**src/include/wrb_map.vh**
```
`ifndef WRB_MAP_VH
`define WRB_MAP_VH
// power mode encodings
`define WRB_MODE_RUN        3'h0
`define WRB_MODE_SLEEP      3'h1
`define WRB_MODE_DEEPSLEEP  3'h2
`define WRB_MODE_PWRDOWN    3'h3
`define WRB_MODE_DEEPPD     3'h4
// start-logic peripheral enable bit positions
`define WRB_SP_BROWNOUT     0
`define WRB_SP_WATCHDOG     1
`define WRB_SP_WAKETIMER    2
`define WRB_SP_SERIAL       3
`define WRB_SP_WIDTH        4
// boot fetch address after reset release
`define WRB_BOOT_ADDR       32'h00000000
// brownout reset level selected at reset
`define WRB_BOD_LEVEL_RST   2'h0
// reset stretch length in clocks
`define WRB_RST_STRETCH     4'h4
// flash init pulse length in clocks
`define WRB_FLASH_INIT_LEN  4'h8
`endif

```
**src/rtl/wrb_wakeup_ctrl.v**
```verilog
`timescale 1ns/100ps
`include "wrb_map.vh"
// Operation
// - reset pin wakes sleep, deep-sleep and power-down if enabled
// - pin interrupt needs controller and pin enable
// - brownout irq needs four enables to wake
// - brownout reset ends deep modes when enabled
// - watchdog irq wakes with full enable set
// - watchdog reset ends deep modes when running
// - wake timer wakes; nonzero count write starts it
// - serial target irq wakes with external clock
// - wake pin ends deep power-down if enabled
// - reset pin ends deep power-down if enabled
// - timer in deep power-down needs osc kept
// - start on free-running oscillator after power-up
// - four reset sources, start osc, init flash
// - fetch from address zero after release
// - brownout level compare raises irq, status
// - brownout reset enabled, level zero default
module wrb_wakeup_ctrl #(
    parameter NPIN = 8,   // pin interrupt lines
    parameter TW   = 16   // wake timer width
) (
    // clock and power-on reset
    input  wire            mclk,
    input  wire            reset,
    // power mode from the core
    input  wire [2:0]      power_mode,
    // external pins, asynchronous
    input  wire            reset_pin_io_n,
    input  wire            wake_pin_io_n,
    input  wire [NPIN-1:0] pin_irq_in,
    input  wire            serial_irq_in,
    input  wire            serial_ext_clk_ok,
    input  wire            serial_target_mode,
    // brownout comparator flags, one per level, high when supply below level
    input  wire [3:0]      bod_below,
    // watchdog state
    input  wire            wdt_running,
    input  wire            wdt_irq_evt,
    input  wire            wdt_rst_evt,
    input  wire            wdt_int_en,
    input  wire            wdt_rst_en,
    // core interrupt controller enables
    input  wire [NPIN-1:0] core_interrupt_controller_pin_en,
    input  wire [3:0]      core_interrupt_controller_periph_en,
    // start-logic enables
    input  wire [NPIN-1:0] start_logic_pin_enable,
    input  wire [3:0]      start_logic_periph_enable,
    // pin function and deep power-down control
    input  wire            pin_function_enable0,
    input  wire            dpd_wake_pin_en,
    input  wire            dpd_reset_pin_en,
    input  wire            dpd_low_power_osc_en,
    input  wire            dpd_low_power_osc_keep,
    // brownout control
    input  wire            bod_int_en,
    input  wire            bod_rst_en,
    input  wire [1:0]      bod_int_level,
    input  wire [1:0]      bod_rst_level,
    input  wire            bod_rst_level_wr,
    // sleep power configuration: keep powered in deep-sleep and power-down
    input  wire            sleep_bod_on,
    input  wire            sleep_low_power_osc_on,
    // self-wake timer setup
    input  wire            wkt_lp_clk_sel,
    input  wire            wkt_count_wr,
    input  wire [TW-1:0]   wkt_count_val,
    // outputs
    output reg             core_clk_en_ff,
    output reg             wake_req_ff,
    output reg  [6:0]      wake_src_ff,
    output wire            sys_rst,
    output wire            flash_init,
    output reg             fro_on_ff,
    output reg  [31:0]     boot_addr_ff,
    output reg             bod_irq_ff,
    output reg             bod_status_ff,
    output reg  [1:0]      bod_rst_level_ff,
    output reg             wkt_running_ff,
    output reg             wkt_timeout_ff
);
    // synchronised pins and events
    wire [NPIN-1:0] pin_s;
    wire            rstp_s;
    wire            wakep_s;
    wire            ser_s;
    wire [3:0]      bod_s;

    // the active-low reset and wake pins are inverted before the flops so the cleared synchroniser reads as idle,
    // otherwise a false reset-pin press would follow every power-on reset
    wrb_sync2 #(.WIDTH(NPIN + 7)) u_sync (
        .mclk  (mclk),
        .reset (reset),
        .din   ({pin_irq_in, ~reset_pin_io_n, ~wake_pin_io_n, serial_irq_in, bod_below}),
        .dout  ({pin_s, rstp_s, wakep_s, ser_s, bod_s})
    );

    // mode decode
    wire in_sleep = (power_mode == `WRB_MODE_SLEEP);
    wire in_deep  = (power_mode == `WRB_MODE_DEEPSLEEP) | (power_mode == `WRB_MODE_PWRDOWN);
    wire in_dpd   = (power_mode == `WRB_MODE_DEEPPD);
    wire in_low   = (power_mode != `WRB_MODE_RUN);

    // selects one brownout comparator by level
    function lvl_hit;
        input [3:0] below;
        input [1:0] lvl;
        begin
            lvl_hit = below[lvl];
        end
    endfunction

    // brownout compare at selected levels
    wire bod_int_cond = lvl_hit(bod_s, bod_int_level);
    wire bod_rst_cond = lvl_hit(bod_s, bod_rst_level_ff);
    // detector alive: in deep modes only if kept powered
    wire bod_alive    = ~in_deep | sleep_bod_on;
    wire low_power_osc_alive  = ~in_deep | sleep_low_power_osc_on;

    // per-source wake terms
    wire w_rstpin = (in_sleep | in_deep) & rstp_s & pin_function_enable0;
    wire w_pin    = in_deep & |(pin_s & core_interrupt_controller_pin_en & start_logic_pin_enable);
    wire w_bodi   = in_deep & bod_int_cond & bod_int_en & bod_alive &
                    core_interrupt_controller_periph_en[`WRB_SP_BROWNOUT] & start_logic_periph_enable[`WRB_SP_BROWNOUT];
    wire w_wdti   = in_deep & wdt_running & wdt_irq_evt & wdt_int_en & low_power_osc_alive &
                    core_interrupt_controller_periph_en[`WRB_SP_WATCHDOG] & start_logic_periph_enable[`WRB_SP_WATCHDOG];
    wire w_wkt    = in_deep & wkt_timeout_ff & dpd_low_power_osc_en & wkt_lp_clk_sel &
                    core_interrupt_controller_periph_en[`WRB_SP_WAKETIMER] & start_logic_periph_enable[`WRB_SP_WAKETIMER];
    wire w_ser    = in_deep & ser_s & serial_target_mode & serial_ext_clk_ok &
                    core_interrupt_controller_periph_en[`WRB_SP_SERIAL] & start_logic_periph_enable[`WRB_SP_SERIAL];
    wire w_dpd    = in_dpd & ((wakep_s & dpd_wake_pin_en) | (rstp_s & dpd_reset_pin_en) |
                    (wkt_timeout_ff & dpd_low_power_osc_en & dpd_low_power_osc_keep & wkt_lp_clk_sel));

    wire [6:0] wake_vec = {w_rstpin, w_pin, w_bodi, w_wdti, w_wkt, w_ser, w_dpd};
    wire       any_wake = |wake_vec;

    // reset requests to the merger
    wire bod_rst_req = bod_rst_cond & bod_rst_en & bod_alive & ~in_dpd;
    wire wdt_rst_req = wdt_running & wdt_rst_evt & wdt_rst_en & low_power_osc_alive & ~in_dpd;
    wire pin_rst_req = rstp_s & (in_dpd ? dpd_reset_pin_en : 1'b1);

    wrb_reset_comb u_rst (
        .mclk       (mclk),
        .reset      (reset),
        .pin_rst    (pin_rst_req),
        .wdt_rst    (wdt_rst_req),
        .bod_rst    (bod_rst_req),
        .sys_rst    (sys_rst),
        .flash_init (flash_init)
    );

    // timer clock runs when low-power osc serves it in this mode
    wire wkt_clk_ok = wkt_lp_clk_sel & dpd_low_power_osc_en & (~in_dpd | dpd_low_power_osc_keep);

    reg [TW-1:0] wkt_cnt_ff;  // wake timer down counter
    reg [TW-1:0] nxt_wkt_cnt;
    reg          nxt_wkt_run;
    reg          nxt_wkt_to;

    // wake timer next state; a nonzero count write starts it
    always @* begin
        nxt_wkt_cnt = wkt_cnt_ff;
        nxt_wkt_run = wkt_running_ff;
        nxt_wkt_to  = wkt_timeout_ff;
        if (wkt_count_wr) begin
            nxt_wkt_cnt = wkt_count_val;
            nxt_wkt_run = (wkt_count_val != {TW{1'b0}});
            nxt_wkt_to  = 1'b0;
        end else if (wkt_running_ff & wkt_clk_ok) begin
            if (wkt_cnt_ff == {{(TW-1){1'b0}}, 1'b1}) begin
                nxt_wkt_run = 1'b0;
                nxt_wkt_to  = 1'b1;
            end
            nxt_wkt_cnt = wkt_cnt_ff - {{(TW-1){1'b0}}, 1'b1};
        end else if (~in_low & core_clk_en_ff & wake_req_ff) begin
            // time-out served once core runs again
            nxt_wkt_to  = 1'b0;
        end
    end

    // wake timer registers
    always @(posedge mclk or posedge reset) begin
        if (reset) begin
            wkt_cnt_ff     <= {TW{1'b0}};
            wkt_running_ff <= 1'b0;
            wkt_timeout_ff <= 1'b0;
        end else if (sys_rst) begin
            wkt_cnt_ff     <= {TW{1'b0}};
            wkt_running_ff <= 1'b0;
            wkt_timeout_ff <= 1'b0;
        end else begin
            wkt_cnt_ff     <= nxt_wkt_cnt;
            wkt_running_ff <= nxt_wkt_run;
            wkt_timeout_ff <= nxt_wkt_to;
        end
    end

    // brownout level register, status and interrupt
    always @(posedge mclk or posedge reset) begin
        if (reset) begin
            bod_rst_level_ff <= `WRB_BOD_LEVEL_RST;
            bod_status_ff    <= 1'b0;
            bod_irq_ff       <= 1'b0;
        end else begin
            if (bod_rst_level_wr)
                bod_rst_level_ff <= bod_rst_level;
            bod_status_ff <= bod_int_cond & bod_alive;
            bod_irq_ff    <= bod_int_cond & bod_alive & bod_int_en;
        end
    end

    // core clock gating, wake capture, oscillator and boot address
    always @(posedge mclk or posedge reset) begin
        if (reset) begin
            core_clk_en_ff <= 1'b1;
            wake_req_ff    <= 1'b0;
            wake_src_ff    <= 7'h00;
            fro_on_ff      <= 1'b1;
            boot_addr_ff   <= `WRB_BOOT_ADDR;
        end else if (sys_rst) begin
            core_clk_en_ff <= 1'b1;
            wake_req_ff    <= 1'b0;
            wake_src_ff    <= 7'h00;
            fro_on_ff      <= 1'b1;
            boot_addr_ff   <= `WRB_BOOT_ADDR;
        end else begin
            wake_req_ff <= any_wake;
            if (any_wake)
                wake_src_ff <= wake_vec;
            if (any_wake)
                core_clk_en_ff <= 1'b1;
            else if (in_low)
                core_clk_en_ff <= 1'b0;
            else
                core_clk_en_ff <= 1'b1;
            // free-running osc stays on except in power-down and deeper
            fro_on_ff <= any_wake | ~((power_mode == `WRB_MODE_PWRDOWN) | in_dpd);
        end
    end
endmodule

```
**src/rtl/wrb_sync2.v**
```verilog
`timescale 1ns/100ps
// two flip-flop synchroniser for a vector of levels
module wrb_sync2 #(
    parameter WIDTH = 1
) (
    // clock and reset
    input  wire             mclk,
    input  wire             reset,
    // level in and synchronised level out
    input  wire [WIDTH-1:0] din,
    output wire [WIDTH-1:0] dout
);
    reg [WIDTH-1:0] meta_ff;  // first stage, read only by second stage
    reg [WIDTH-1:0] sync_ff;  // second stage

    // two stage capture
    always @(posedge mclk or posedge reset) begin
        if (reset) begin
            meta_ff <= {WIDTH{1'b0}};
            sync_ff <= {WIDTH{1'b0}};
        end else begin
            meta_ff <= din;
            sync_ff <= meta_ff;
        end
    end

    assign dout = sync_ff;
endmodule

```
**src/rtl/wrb_reset_comb.v**
```verilog
`timescale 1ns/100ps
`include "wrb_map.vh"
// merges reset sources, asserts on the next clock edge (power-on reset at once), releases on a clock edge after a stretch
module wrb_reset_comb (
    // clock and power-on reset
    input  wire       mclk,
    input  wire       reset,
    // synchronised reset requests
    input  wire       pin_rst,
    input  wire       wdt_rst,
    input  wire       bod_rst,
    // merged reset and flash init
    output wire       sys_rst,
    output wire       flash_init
);
    reg  [3:0] hold_ff;     // stretch counter for reset release
    reg  [3:0] flash_ff;    // flash init countdown
    reg  [3:0] nxt_hold;
    reg  [3:0] nxt_flash;
    wire       any_src;

    assign any_src = pin_rst | wdt_rst | bod_rst;

    // next values of the counters
    always @* begin
        nxt_hold  = hold_ff;
        nxt_flash = flash_ff;
        if (any_src) begin
            nxt_hold  = `WRB_RST_STRETCH;
            nxt_flash = `WRB_FLASH_INIT_LEN;
        end else begin
            if (hold_ff != 4'h0)
                nxt_hold = hold_ff - 4'h1;
            if (flash_ff != 4'h0)
                nxt_flash = flash_ff - 4'h1;
        end
    end

    // counters; power-on reset holds both loaded
    always @(posedge mclk or posedge reset) begin
        if (reset) begin
            hold_ff  <= `WRB_RST_STRETCH;
            flash_ff <= `WRB_FLASH_INIT_LEN;
        end else begin
            hold_ff  <= nxt_hold;
            flash_ff <= nxt_flash;
        end
    end

    // release synchronous to mclk, all logic on the same edge
    assign sys_rst    = (hold_ff != 4'h0);
    assign flash_init = (flash_ff != 4'h0);
endmodule

```
**config.mk**
```make
export PLATFORM = sky130hd
export DESIGN_NAME = wrb_wakeup_ctrl
export DESIGN_NICKNAME = d
export VERILOG_FILES = /design/src/rtl/wrb_wakeup_ctrl.v /design/src/rtl/wrb_sync2.v /design/src/rtl/wrb_reset_comb.v
export VERILOG_INCLUDE_DIRS = /design/src /design/src/include
export SDC_FILE = /design/constraint.sdc
export NUM_CORES = 1
export LEC_CHECK = 0
export ABC_CLOCK_PERIOD_IN_PS = 2600
export BUFFER_PORTS_ARGS = -buffer_cell sky130_fd_sc_hd__buf_2
export CAP_MARGIN = 20
export CORE_MARGIN = 2
export CORE_UTILIZATION = 49
export CTS_BUF_LIST = sky130_fd_sc_hd__clkbuf_16
export DETAILED_ROUTE_END_ITERATION = 10
export GPL_TIMING_DRIVEN = 0
export HOLD_SLACK_MARGIN = 0.12
export PLACE_DENSITY = 0.8
export REMOVE_ABC_BUFFERS = 1
export SLEW_MARGIN = 15
export SYNTH_ARGS = -nofsm -noshare
export SYNTH_HDL_FRONTEND = slang
export SYNTH_HIERARCHICAL = 1
export SYNTH_SLANG_ARGS = --single-unit
```
**constraint.sdc**
```tcl
create_clock -name mclk -period 2.6 [get_ports mclk]
set_input_delay 0.13 -clock mclk [delete_from_list [all_inputs] [get_ports mclk]]
set_output_delay 0.13 -clock mclk [all_outputs]
set_load 0.02 [all_outputs]
```
* Yosys cells after proc, flatten, opt, wreduce, memory -nomap -nowiden
Cells that the tools add are included.
Word-level totals: output and inout port bits 50, bits in registers 70, logic and storage cells 131, input bits 83
Cells by class: reductions and logical operators 14, magnitude comparators 2, add/sub/neg operators 3, equality and inequality tests 6, mux-type cells 28, bitwise gates (word level) 64
Operator list (number):
- $mux 16 | 3
- $and 1x1->1 | 45
- $mux 1 | 17
- $and 8x8->8 | 2
- $eq 16x1->1 const B | 1
- $mux 4 | 4
- $reduce_bool 16->1 | 1
- $sub 16x1->16 const B | 1
- $mux 7 | 2
- $reduce_bool 4->1 | 3
- $or 1x1->1 | 11
- $reduce_bool 3->1 | 3
- $reduce_or 8->1 | 1
- $sub 4x1->4 const B | 2
- $reduce_or 7->1 | 1
- $eq 3x2->1 const B | 2
- $lt 2x3->1 const B | 2
- $not 1->1 | 6
- $reduce_bool 2->1 | 3
- $bmux 1 s2 | 2
- $ne 4x3->1 const B | 1
- $reduce_and 2->1 | 2
- $eq 3x1->1 const B | 1
- $eq 3x3->1 const B | 1

* Longest topological paths before layout
word-level depth 11, depth in mapped cells 7, depth with buffers taken out 6

* Cells and area by module
The synthesis kept the hierarchy.
By module, submodules not included:
- wrb_wakeup_ctrl | area an instance 2225.9 µm², cells each 247, seq. area each 803.3 µm², times used 1
- wrb_sync2 | area an instance 754.5 µm², cells each 31, seq. area each 750.7 µm², times used 1
- wrb_reset_comb | area an instance 459.2 µm², cells each 45, seq. area each 202.7 µm², times used 1

* Worst setup path after synthesis
OpenSTA, ideal clock, no wires.
path type register -> register, start reg bod_rst_level_ff[0], end reg u_rst.flash_ff[3], buffers on the path 1, arrival time 1.796 ns, period minus slack after synthesis 1.878 ns, cell stages (with the launch flop) 6, setup slack 0.722 ns, setup time 0.082 ns, data required time 2.518 ns, cells stage by stage dfrtp_1 mux4_2 o2111a_1 or3_1 buf_2 a211o_1
Between the ends: longest elaborated chain between the ends 7, elaborated cells on any way between the ends 8, classes of those cells mux (3); bitwise (4); reduce/logical (1)
Ends and longest elaborated chain:
- start, declared | RTL line wrb_wakeup_ctrl.v:79 | output reg [1:0] bod_rst_level_ff,
- start signal, assigned | RTL line wrb_wakeup_ctrl.v:202 | bod_rst_level_ff <= `WRB_BOD_LEVEL_RST;
- start signal, assigned | RTL line wrb_wakeup_ctrl.v:207 | bod_rst_level_ff <= bod_rst_level;
- $bmux 1 s2 (*) | RTL line wrb_wakeup_ctrl.v:110 | lvl_hit = below[lvl];
- $mux 1 (not written as such) (*) | RTL line wrb_wakeup_ctrl.v:110
- $and 1x1->1 (*) (3 in a row) | RTL line wrb_wakeup_ctrl.v:139 | wire bod_rst_req = bod_rst_cond & bod_rst_en & bod_alive & ~in_dpd;
- named net bod_rst_req | RTL line wrb_wakeup_ctrl.v:139
- $or 1x1->1 (*) | RTL line wrb_reset_comb.v:22 | assign any_src = pin_rst | wdt_rst | bod_rst;
- $mux 4 or $reduce_bool 2->1 (tied branches)
- end signal, assigned | RTL line wrb_reset_comb.v:43 | flash_ff <= `WRB_FLASH_INIT_LEN;
- end signal, assigned | RTL line wrb_reset_comb.v:46 | flash_ff <= nxt_flash;
- end, declared | RTL line wrb_reset_comb.v:17 | reg [3:0] flash_ff;
The timed path passes the listed nets; every way through them passes the cells marked *. The select of a mux whose other input is x is not followed. A chain may end at the register's enable or synchronous reset.

* Worst setup path after layout
start reg u_rst.hold_ff[0], end out sys_rst
Between the ends: longest elaborated chain between the ends 1
Ends and longest elaborated chain:
- start, declared | RTL line wrb_reset_comb.v:16 | reg [3:0] hold_ff;
- start signal, assigned | RTL line wrb_reset_comb.v:42 | hold_ff <= `WRB_RST_STRETCH;
- start signal, assigned | RTL line wrb_reset_comb.v:45 | hold_ff <= nxt_hold;
- $reduce_bool 4->1 | RTL line wrb_reset_comb.v:51 | assign sys_rst = (hold_ff != 4'h0);
- end, declared | RTL line wrb_wakeup_ctrl.v:73 | output wire sys_rst,
Every way passes these cells.

==> run summary <==
Run status - finished, final reports clean
Commonest non-fill, non-tap cell in the layout - buf_2
Final instance area - 4489 um2
Crit. End Element - output port
Synth top area share - 0.4802
Final WS setup - 0.2362 ns
Initial antenna violation count - 0
Layout cells sized above 1 - 0.2954
Vias per cell - 5.031
Starting Density - 0.5063
Top routing layer in use - met4
Final setup skew - 0.004195 ns
WP data required - 2.47 ns
Yosys Warn Count - 6
Synth area leader - dfrtp_1
Tot Pwr - 3.274 mW
Die width - 87.78 um
First-pass GRT wire length - 13410 um
Row count - 30
Period utilization - 0.9092
FF/Latch Area - 1757 um2
Max-slew headroom - 0.2705
DR WL/cell - 15.34 um
Pre-CTS setup slack - 0.3277 ns
DR WL met3 - 585 um
Setup crit start kind - flip-flop
Static Leak - 2.197 nW
Global route overflow - 0
Crit path max-delay family - simple AND/OR/NAND/NOR gates
Clk_lat worst skew - 0.33 ns
Hold WC Path Type - in -> reg
I/O pin cnt - 133
Critical path arrival - 2.23 ns
Final Hold Vio Count - 0
Antenna Cells - 0
Largest stage delay on the critical path - 0.90 ns
Final setup TNS - 0 ns
Count of cell types in the netlist - 59
Placeable core area - 6794 um2
Root buffer cell - clkbuf_16
Synth top area cells - dfrtp_1 (48%), buf_4 (7.2%), dfstp_2 (3.1%)
Largest net degree at the start of global routing - 33
Post-synthesis register bit count - 70
Iter 0 DRT Violations - 149
F_max - 0.4230 GHz
Clock buffer count from CTS - 9
Placed cell area - 3884 um2
Total Routing Usage GR - 0.2323
Port buffer count - 100
Post-DP HPWL - 5532 um
Sequential-to-total area share from yosys stat - 0.5107
Max-Cap Viols - 0
Vias in the first global route - 2892
Nets@finish - 541
CTS Buffer Depth - 2
Synth Flop Type - dfrtp_1
Netlist Area Pre-Place - 3440 um2
Multi-input gate area - 1420 um2
Slew Limit Fails - 0
Routed wire length - 8481 um
Vert. Die Dim - 87.78 um
Fillers - 529
H-tree Lvls - 3
Routed length on met1 - 3470 um
Largest fanout on the critical path - 29
Final Util - 0.6608
TritonCTS clock tree - yes
Final ANT Viol Nets - 0
Power Density - 729.3 nW/um2
Worst-margin pin slew - 1.094 ns
Remaining DRCs - 0
Ys async rst share - 1.000
Crit path cell chain - inv_1 > ha_1 > or3b_1 > buf_2
DR pass1 iterations - 4
Worst Path Buf+Inv - 2
Synth Area per Inst - 10.65 um2
Max VDD drop - 0.4512 mV
Setup Viol. Count Final - 0
GPL Wtd Cong - 0.8358
Area delta synth->final - 30.52%
Crit path kind - reg -> out
Met2 wire length - 4296 um
Cells after Synth - 323
Post-route minimum period - 2.364 ns
Worst-path clk slew - 0.06 ns
Via count - 2782
Most frequent cells in the layout - buf_2 (100), dfrtp_1 (66), conb_1 (32), dlygate4sd3_1 (28)
Number of synthesized flops with an enable pin - 0
Slowest CP cell - or3b_1
CTS sink cnt - 70
Die area - 7705 um2
RSZ-0062 raised after global routing - false
==> worst register-to-register path, cell delays in order (launching register included) <==
cell and delay, ns:
dfrtp_1 0.40, inv_1 0.10, ha_1 0.18, or3b_1 0.80, nor4b_4 0.54, a22o_1 0.20
==> metal layers <==
metal | vias to the layer above | GRT usage
li1 | 1319 | -
met1 | 1338 | 0.2751
met2 | 112 | 0.3919
met3 | 13 | 0.06315
met4 | 0 | 0.1119
met5 | - | 0
==> path summary, 6_finish.rpt <==
check | start | to | slack, ns | cells after the start
max in group asynchronous | reset | wkt_cnt_ff[2]$_DFFE_PP0P_ | 1.65 | 3
min in group asynchronous | reset | u_sync/meta_ff[1]$_DFF_PP0_ | 0.29 | 3
min reg2reg | u_sync/meta_ff[14]$_DFF_PP0_ | u_sync/dout[14]$_DFF_PP0_ | 0.35 | 0
min | wkt_count_val[1] | wkt_cnt_ff[1]$_DFFE_PP0P_ | 0.13 | 3
max reg2reg | u_rst/hold_ff[0]$_DFFE_PP0P_ | wake_src_ff[2]$_DFFE_PP0P_ | 0.31 | 5
max | u_rst/hold_ff[0]$_DFFE_PP0P_ | sys_rst | 0.24 | 4
==> repair_timing <==
item	4_1_cts	5_1_grt
resized for setup	0	0
buffers inserted	0	0
hold endpoints to repair	69	0
hold buffers	28	0
==> cell type report <==
type	count	share of cell area
clock inverters	7	0.01616
multi-input cells	219	0.3163
flip-flops and latches	70	0.3913
repair buffers	129	0.1800
inverters	23	0.01923
clock buffers	9	0.05017
well taps	96	0.02676
==> where the power goes <==
part	internal, mW	total (mW)	switching [mW]	leakage, nW
Clock	0.745	1.21	0.468	0.144
Sequential	1.21	1.30	0.0822	0.878
Combinational	0.325	0.763	0.438	1.17
==> synthesized netlist by cell type, drive strengths merged (2+ instances only) <==
library cell	instances
nor3	8
o22ai	3
nor2	21
nand2b	3
a21oi	11
buf	36
o31a	2
nand3b	3
dfrtp	66
inv	23
a22o	3
mux2i	4
clkbuf	6
or3b	5
ha	6
nor2b	5
nand2	13
nand3	9
a31oi	6
xnor2	12
or2	2
o21a	9
and3	5
nand4	7
dfstp	4
xor2	4
o21ai	10
or3	5
mux4	2
nor4	6
a211oi	2
mux2	2
nor4b	2
==> state kept, by name (all words and copies together) (netlist names), 2 cells and up <==
| name | count |
|---|---|
| u_sync/dout | 15 |
| u_rst/hold_ff | 4 |
| wake_src_ff | 7 |
| wkt_cnt_ff | 16 |
| u_rst/flash_ff | 4 |
| u_sync/meta_ff | 15 |
| bod_rst_level_ff | 2 |
==> stage by stage <==
step	cells	hold WS, ns
2_1_floorplan	312	-0.05577
3_3_place_gp	508	0.1075
3_5_place_dp	508	0.1238
4_1_cts	552	0.1303
5_1_grt	553	0.1566
6_report	553	0.1342
==> logic make-up (layout without fill, tap and decap cells) <==
family                   count (synthesis)  in the layout  synth area share
AND/OR/NAND/NOR                        100            100            0.1699
flip-flops                              70             70            0.5107
buffers and inverters                   65            168            0.1102
AO/OA/AOI/OAI                           57             57            0.1142
XOR/XNOR                                16             16           0.04074
multiplexers                             8              8           0.03128
adder cells (fa/ha/maj)                  6              6           0.02183
other                                    1             32          0.001090
(Power assumes the default switching activity.)
